[config.mk]
export PLATFORM = sky130hd
export DESIGN_NAME = uirq_top
export DESIGN_NICKNAME = d
export VERILOG_FILES = /design/src/design/uirq_pkg.sv /design/src/design/uirq_bus_if.sv /design/src/design/uirq_wb_slave.sv /design/src/design/uirq_top.sv
export SDC_FILE = /design/constraint.sdc
export NUM_CORES = 1
export LEC_CHECK = 0
export ABC_CLOCK_PERIOD_IN_PS = 2050
export BUFFER_PORTS_ARGS = -buffer_cell sky130_fd_sc_hd__clkbuf_2
export CORE_MARGIN = 10
export CORE_UTILIZATION = 52
export DETAILED_ROUTE_END_ITERATION = 10
export HOLD_SLACK_MARGIN = 0.08
export PLACE_DENSITY = 0.78
export SYNTH_ARGS = -nofsm -noshare
export SYNTH_HDL_FRONTEND = slang
export SYNTH_SLANG_ARGS = --single-unit
[constraint.sdc]
create_clock -name clk_i -period 2.05 [get_ports clk_i]
set_input_delay 0.3075 -clock clk_i [delete_from_list [all_inputs] [get_ports clk_i]]
set_output_delay 0.3075 -clock clk_i [all_outputs]
set_load 0.005 [all_outputs]
[src/design/uirq_pkg.sv]
// Constants and types of the serial port request logic
package uirq_pkg;
  localparam int           NUM_SRC            = 7;
  localparam int           ADDR_W             = 4;
  // Byte offsets on the register bus
  localparam logic [3:0]   OFS_ENABLE_CLEAR   = 4'h0;
  localparam logic [3:0]   OFS_ENABLE_SET     = 4'h4;
  localparam logic [3:0]   OFS_FLAG_STATUS    = 4'h8;
  localparam logic [3:0]   OFS_PRIMARY_CTRL   = 4'hc;
  // Source bit positions
  localparam int           BIT_TX_EMPTY       = 0;
  localparam int           BIT_RX_COMPLETE    = 1;
  localparam int           BIT_TX_COMPLETE    = 2;
  localparam int           BIT_RX_START       = 3;
  localparam int           BIT_CTS_CHANGE     = 4;
  localparam int           BIT_BREAK          = 5;
  localparam int           BIT_ERROR          = 7;
  // Control bit positions
  localparam int           BIT_RUN_STANDBY    = 7;
  localparam int           BIT_INT_CLOCK      = 2;
  localparam logic [7:0]   RST_ENABLE         = 8'h00;
  localparam logic [7:0]   RST_FLAGS          = 8'h00;
  localparam logic [7:0]   RST_CTRL           = 8'h00;
  localparam logic [7:0]   SRC_MASK           = 8'hbf;
  typedef logic [7:0] uirq_byte_t;
endpackage

[src/design/uirq_bus_if.sv]
// Decoded register access passed from the bus slave to the request core
`timescale 1ns/1ps
`default_nettype none
interface uirq_bus_if;
  logic                 wr_stb;
  logic                 rd_stb;
  logic [3:0]           addr;
  logic [7:0]           wdata;
  logic [7:0]           rdata;
  modport slave  (output wr_stb, output rd_stb, output addr, output wdata, input rdata);
  modport core   (input wr_stb, input rd_stb, input addr, input wdata, output rdata);
endinterface
`default_nettype wire

[src/design/uirq_wb_slave.sv]
// Classic Wishbone slave producing one-cycle register strobes
`timescale 1ns/1ps
`default_nettype none
module uirq_wb_slave
  import uirq_pkg::*;
(
  // Clock and reset
  input  wire logic        clk_i,
  input  wire logic        rst_i,
  // Wishbone
  input  wire logic        cyc_i,
  input  wire logic        stb_i,
  input  wire logic        we_i,
  input  wire logic [3:0]  adr_i,
  input  wire logic [0:0]  sel_i,
  input  wire logic [7:0]  dat_i,
  output logic      [7:0]  dat_o,
  output logic             ack_o,
  // Decoded access
  uirq_bus_if.slave        bus
);
  import uirq_pkg::*;

  logic req;

  // Ack after one wait cycle, never two in a row
  assign req        = cyc_i && stb_i && !ack_o;
  // Writes land on the ack edge, so an abandoned cycle changes nothing
  assign bus.wr_stb = cyc_i && stb_i && ack_o && we_i && sel_i[0];
  assign bus.rd_stb = req && !we_i;
  assign bus.addr   = adr_i;
  assign bus.wdata  = dat_i;

  always_ff @(posedge clk_i) begin
    if (rst_i) begin
      ack_o <= 1'b0;
    end else begin
      ack_o <= req;
    end
  end

  always_ff @(posedge clk_i) begin
    if (rst_i) begin
      dat_o <= 8'h00;
    end else if (bus.rd_stb) begin
      dat_o <= bus.rdata;
    end
  end
endmodule // uirq_wb_slave
`default_nettype wire

[src/design/uirq_top.sv]
// Serial port DMA and interrupt request logic
//
// Local design decisions: the register offsets and register access over Wishbone.
`timescale 1ns/1ps
`default_nettype none
module uirq_top
  import uirq_pkg::*;
(
  // Clock and reset
  input  wire logic        clk_i,
  input  wire logic        rst_i,
  // Wishbone register bus
  input  wire logic        cyc_i,
  input  wire logic        stb_i,
  input  wire logic        we_i,
  input  wire logic [3:0]  adr_i,
  input  wire logic [0:0]  sel_i,
  input  wire logic [7:0]  dat_i,
  output logic      [7:0]  dat_o,
  output logic             ack_o,
  // Datapath status and events
  input  wire logic        rx_fifo_avail_i,
  input  wire logic        tx_buffer_empty_i,
  input  wire logic        data_read_i,
  input  wire logic        data_write_i,
  input  wire logic        receive_complete_i,
  input  wire logic        transmit_complete_i,
  input  wire logic        receive_start_i,
  input  wire logic        clear_to_send_change_i,
  input  wire logic        break_received_i,
  input  wire logic        error_i,
  // Sleep
  input  wire logic        sleep_i,
  // Requests
  output logic             rx_dma_req_o,
  output logic             tx_dma_req_o,
  output logic             irq_o,
  output logic             core_clk_req_o
);
  import uirq_pkg::*;

  uirq_bus_if bus ();

  uirq_byte_t irq_flag_status;
  uirq_byte_t irq_enable;
  uirq_byte_t primary_control;
  uirq_byte_t events;
  uirq_byte_t next_flags;
  logic       rx_hold;
  logic       tx_hold;
  logic       wr_en_set;
  logic       wr_en_clr;
  logic       wr_flag;
  logic       wr_ctrl;

  uirq_wb_slave u_slave (
    .clk_i (clk_i),
    .rst_i (rst_i),
    .cyc_i (cyc_i),
    .stb_i (stb_i),
    .we_i  (we_i),
    .adr_i (adr_i),
    .sel_i (sel_i),
    .dat_i (dat_i),
    .dat_o (dat_o),
    .ack_o (ack_o),
    .bus   (bus)
  );

  assign wr_en_set = bus.wr_stb && (bus.addr == OFS_ENABLE_SET);
  assign wr_en_clr = bus.wr_stb && (bus.addr == OFS_ENABLE_CLEAR);
  assign wr_flag   = bus.wr_stb && (bus.addr == OFS_FLAG_STATUS);
  assign wr_ctrl   = bus.wr_stb && (bus.addr == OFS_PRIMARY_CTRL);

  // Source conditions; bit 6 unused in the layout
  always_comb begin
    events                  = 8'h00;
    events[BIT_TX_EMPTY]    = tx_buffer_empty_i;
    events[BIT_RX_COMPLETE] = receive_complete_i;
    events[BIT_TX_COMPLETE] = transmit_complete_i;
    events[BIT_RX_START]    = receive_start_i;
    events[BIT_CTS_CHANGE]  = clear_to_send_change_i;
    events[BIT_BREAK]       = break_received_i;
    events[BIT_ERROR]       = error_i;
  end

  // Set wins over a simultaneous write-one clear
  always_comb begin
    next_flags = irq_flag_status;
    if (wr_flag) begin
      next_flags = next_flags & ~bus.wdata;
    end
    next_flags = (next_flags | events) & SRC_MASK;
  end

  always_ff @(posedge clk_i) begin
    if (rst_i) begin
      irq_flag_status <= RST_FLAGS;
    end else begin
      irq_flag_status <= next_flags;
    end
  end

  always_ff @(posedge clk_i) begin
    if (rst_i) begin
      irq_enable <= RST_ENABLE;
    end else if (wr_en_set) begin
      irq_enable <= (irq_enable | bus.wdata) & SRC_MASK;
    end else if (wr_en_clr) begin
      irq_enable <= irq_enable & ~bus.wdata;
    end
  end

  always_ff @(posedge clk_i) begin
    if (rst_i) begin
      primary_control <= RST_CTRL;
    end else if (wr_ctrl) begin
      primary_control <= bus.wdata;
    end
  end

  // Register read mux
  always_comb begin
    case (bus.addr)
      OFS_ENABLE_SET:   bus.rdata = irq_enable;
      OFS_ENABLE_CLEAR: bus.rdata = irq_enable;
      OFS_FLAG_STATUS:  bus.rdata = irq_flag_status;
      OFS_PRIMARY_CTRL: bus.rdata = primary_control;
      default:          bus.rdata = 8'h00;
    endcase
  end

  // Interrupt from next state so it follows flags with no extra lag
  always_ff @(posedge clk_i) begin
    if (rst_i) begin
      irq_o <= 1'b0;
    end else if (wr_en_set) begin
      irq_o <= |(next_flags & (irq_enable | bus.wdata));
    end else if (wr_en_clr) begin
      irq_o <= |(next_flags & irq_enable & ~bus.wdata);
    end else begin
      irq_o <= |(next_flags & irq_enable);
    end
  end

  // A read or a write drops its request for one cycle, then occupancy decides
  assign rx_hold = data_read_i;
  assign tx_hold = data_write_i;

  always_ff @(posedge clk_i) begin
    if (rst_i) begin
      rx_dma_req_o <= 1'b0;
    end else begin
      rx_dma_req_o <= rx_fifo_avail_i && !rx_hold;
    end
  end

  always_ff @(posedge clk_i) begin
    if (rst_i) begin
      tx_dma_req_o <= 1'b0;
    end else begin
      tx_dma_req_o <= tx_buffer_empty_i && !tx_hold;
    end
  end

  // Core clock kept while asleep only when running on it in standby
  always_ff @(posedge clk_i) begin
    if (rst_i) begin
      core_clk_req_o <= 1'b1;
    end else begin
      core_clk_req_o <= !sleep_i ||
                        (primary_control[BIT_RUN_STANDBY] && primary_control[BIT_INT_CLOCK]);
    end
  end
endmodule // uirq_top
`default_nettype wire

==> qor.csv <==
stage;metric;value;unit
critical_path;path_cells;o21ai_0 > and3_1 > a31oi_1 > or4_1 > o21ai_1 > a31oi_1;
finish;instances_no_fill;301;
drt;drc;0;
synthesis;ys.flop_type;dfxtp_1;
power;p_clk_frac;0.365;
clock_tree;root_buffer;clkbuf_4;
sta;setup_violations;0;
sta;hold_viol;0;
placed_design;dp_cells;293;
clock_tree;holdBufCountCts;0;
synthesis;synth_cells;213;
placed_design;dp_hpwl;3.17;mm
critical_path;cp-startpoint;irq_flag_status[5]$_SDFF_PP0_;
clock_tree;clock_latency;0.35;ns
min_path;hold-path-cell-count;2;
grt;antenna_found_initial;0;
finish;nFillCells;304;
power;swShare;0.246;
sta;post-route-period-util;0.812;
critical_path;slowest_delay;0.51;ns
finish;drive_gt1_frac;0.226;
clock_tree;clock-sinks;36;
min_path;min_path_type;in2reg;
power;power.total;1.36;mW
sta;relSlewSlack;0.543;
finish;area_growth;19.6;%
drt;vias_per_cell;5.44;
sta;timing.fmax;601;MHz
grt;globalRouteTotalUtil;0.143;
synthesis;syn_area;1730;um2
power;p_per_area;657;nW/um2
clock_tree;cts_tree;done;
critical_path;reg2reg_from;irq_flag_status[5]$_SDFF_PP0_;
floorplanning;start_util;0.554;
critical_path;rrSetupSlack;0.38;ns
drt;wire_per_inst;14.4;um
clock_tree;htreeDepth;2;
grt;grt_pass1_vias;1549;
finish;nets;285;
clock_tree;cts-resized-gates;0;
critical_path;crit_path_frequent_cell;a31oi_1;
critical_path;worst-setup-path-type;reg2reg;
status;outcome;completed;
drt;firstDrtPassIters;4;
sta;setup_tns;0;ns
clock_tree;post_cts_buffers;0;
power;leakagePower;0.960;nW
critical_path;worst-path-max-fanout;5;
sta;rsz0062_at_grt;false;
power;combPwrFrac;0.102;
sta;fin_crit;1.67;ns
sta;skew;0.0172;ns
drt;wl;4.35;mm
critical_path;reg2reg_depth;6;
grt;grt_pass1_wl;7.21;mm
floorplanning;pin_count;42;
power;intPower;1.03;mW
synthesis;syn_avg_cell_area;8.14;um2
synthesis;async_reset_ff_frac;0;
drt;vias;1637;
synthesis;seq_area_frac_synth;0.416;
floorplanning;die_h;77.8;um
drt;ant_nets;0;
synthesis;ys_ff_latch;36;
synthesis;synth_cell_type_count;38;
power;peakVddDrop;0.000436;V
grt;grt_overflow;0;
drt;drt_iter0_drc;177;
clock_tree;clockBufferDepth;2;
critical_path;slowest_stage;or4_1;
finish;final_core_util;0.663;
critical_path;required;2.29;ns
critical_path;cp-endpoint;irq_o$_SDFF_PP0_;
floorplanning;fp.dieW;77.8;um
clock_tree;clk_pin_slew;0.12;ns
floorplanning;core_area;3130;um2
grt;grt_max_degree;37;
finish;antenna_cells;0;
sta;worstMarginPinSlew;0.685;ns
critical_path;critPathCaptureType;flop;
placed_design;place.gp.congestion;0.858;
floorplanning;num_rows;20;
synthesis;yosysWarnings;0;
power;p_sw;0.336;mW
critical_path;start_kind;flop;
sta;worst_hold_slack;0.104;ns
synthesis;synth_nets;242;
clock_tree;cts_buffers;5;
power;p_seq_frac;0.533;
critical_path;worst_r2r_endpoint;irq_o$_SDFF_PP0_;
critical_path;arrival;1.90;ns
flow_run;cap_viol_max_count;0;
synthesis;synth_edf_count;0;
placed_design;port_buffers;41;
sta;slew_violations;0;
floorplanning;die_area;6050;um2
-- worst max-delay path, delay by kind of cell, from the launching register on --
kind / cells / cell delay, ns
simple gates: 2 / 0.70
flops: 1 / 0.36
compound gates: 4 / 0.50
-- layer usage --
layer / wire, um / track usage / part of all wire
met5: 0 / 0 / 0
met4: 46 / 0.0438 / 0.011
met3: 347 / 0.0530 / 0.080
met2: 1930 / 0.221 / 0.44
met1: 2030 / 0.180 / 0.47
-- state kept, by name, summed over array words and instances, names as in the netlist --
name,cells
core_clk_req_o,1
irq_enable,8
irq_flag_status,7
irq_o,1
primary_control,8
rx_dma_req_o,1
tx_dma_req_o,1
u_slave.ack_o,1
u_slave.dat_o,8
-- synthesized netlist by cell type (2+ instances only) --
cell type	instances	share of area
o211ai_1	3	0.013
nor2_1	45	0.097
nor2b_1	6	0.022
nand4_1	4	0.014
a31oi_1	3	0.011
nor3b_1	3	0.013
dfxtp_1	36	0.42
clkbuf_1	9	0.019
a21o_1	3	0.013
a21oi_1	15	0.043
a22oi_1	8	0.035
mux2i_1	20	0.12
inv_1	5	0.011
nor3_1	2	0.0058
nand2_1	16	0.035
o21ai_0	11	0.032
and3_1	3	0.011
-- layout make-up --
class	count	area (um2)	area share
Tap cell	44	55.1	0.0265
Multi-Input combinational cell	161	950	0.458
Clock buffer	5	37.5	0.0181
Inverter	5	18.8	0.00905
Timing Repair Buffer	47	250	0.121
Clock inverter	3	42.5	0.0205
Sequential cell	36	721	0.347
-- worst min path at each step --
stage                                                from                               to
after CTS                                    data_write_i          tx_dma_req_o$_SDFF_PP0_
after global placement    primary_control[1]$_SDFFE_PP0P_  primary_control[1]$_SDFFE_PP0P_
after detailed placement                     data_write_i          tx_dma_req_o$_SDFF_PP0_
after global routing                         data_write_i          tx_dma_req_o$_SDFF_PP0_
final                                        data_write_i          tx_dma_req_o$_SDFF_PP0_
after floorplan                               data_read_i          rx_dma_req_o$_SDFF_PP0_
-- through the flow --
step	instance area (um2)	worst slack, ns
detailed placement	1990	0.226
finish	2070	0.385
global placement	1990	0.248
floorplan	1730	0.302
CTS	2070	0.366
global route	2070	0.249
-- power groups by stage --
stage	Combinational, mW	Clock [mW]	Sequential (mW)
6_report	0.139	0.497	0.727
5_1_grt	0.157	0.539	0.729
4_1_cts	0.139	0.507	0.726
3_3_place_gp	0.137	0	0.742
3_5_place_dp	0.138	0	0.742
2_1_floorplan	0.0769	0	0.738
-- cell usage in the layout (no fill, tap or decap), types with 5 or more instances in the layout --
cell	synthesis	routed
nor2_1	45	45
clkbuf_2	0	41
dfxtp_1	36	36
mux2i_1	20	20
nand2_1	16	16
a21oi_1	15	15
o21ai_0	11	11
a22oi_1	8	8
nor2b_1	6	6
buf_4	1	6
inv_1	5	5
clkbuf_4	0	5
-- cell families (layout without fill, tap and decap cells) --
group                  after synthesis  after routing  share of synthesized area
AO/OA/AOI/OAI                       51             51                      0.183
AND/OR/NAND/NOR                     90             90                      0.249
buffers and inverters               16             60                     0.0368
flip-flops                          36             36                      0.416
multiplexers                        20             20                      0.115
No activity file was read; power rests on OpenSTA's default activity.
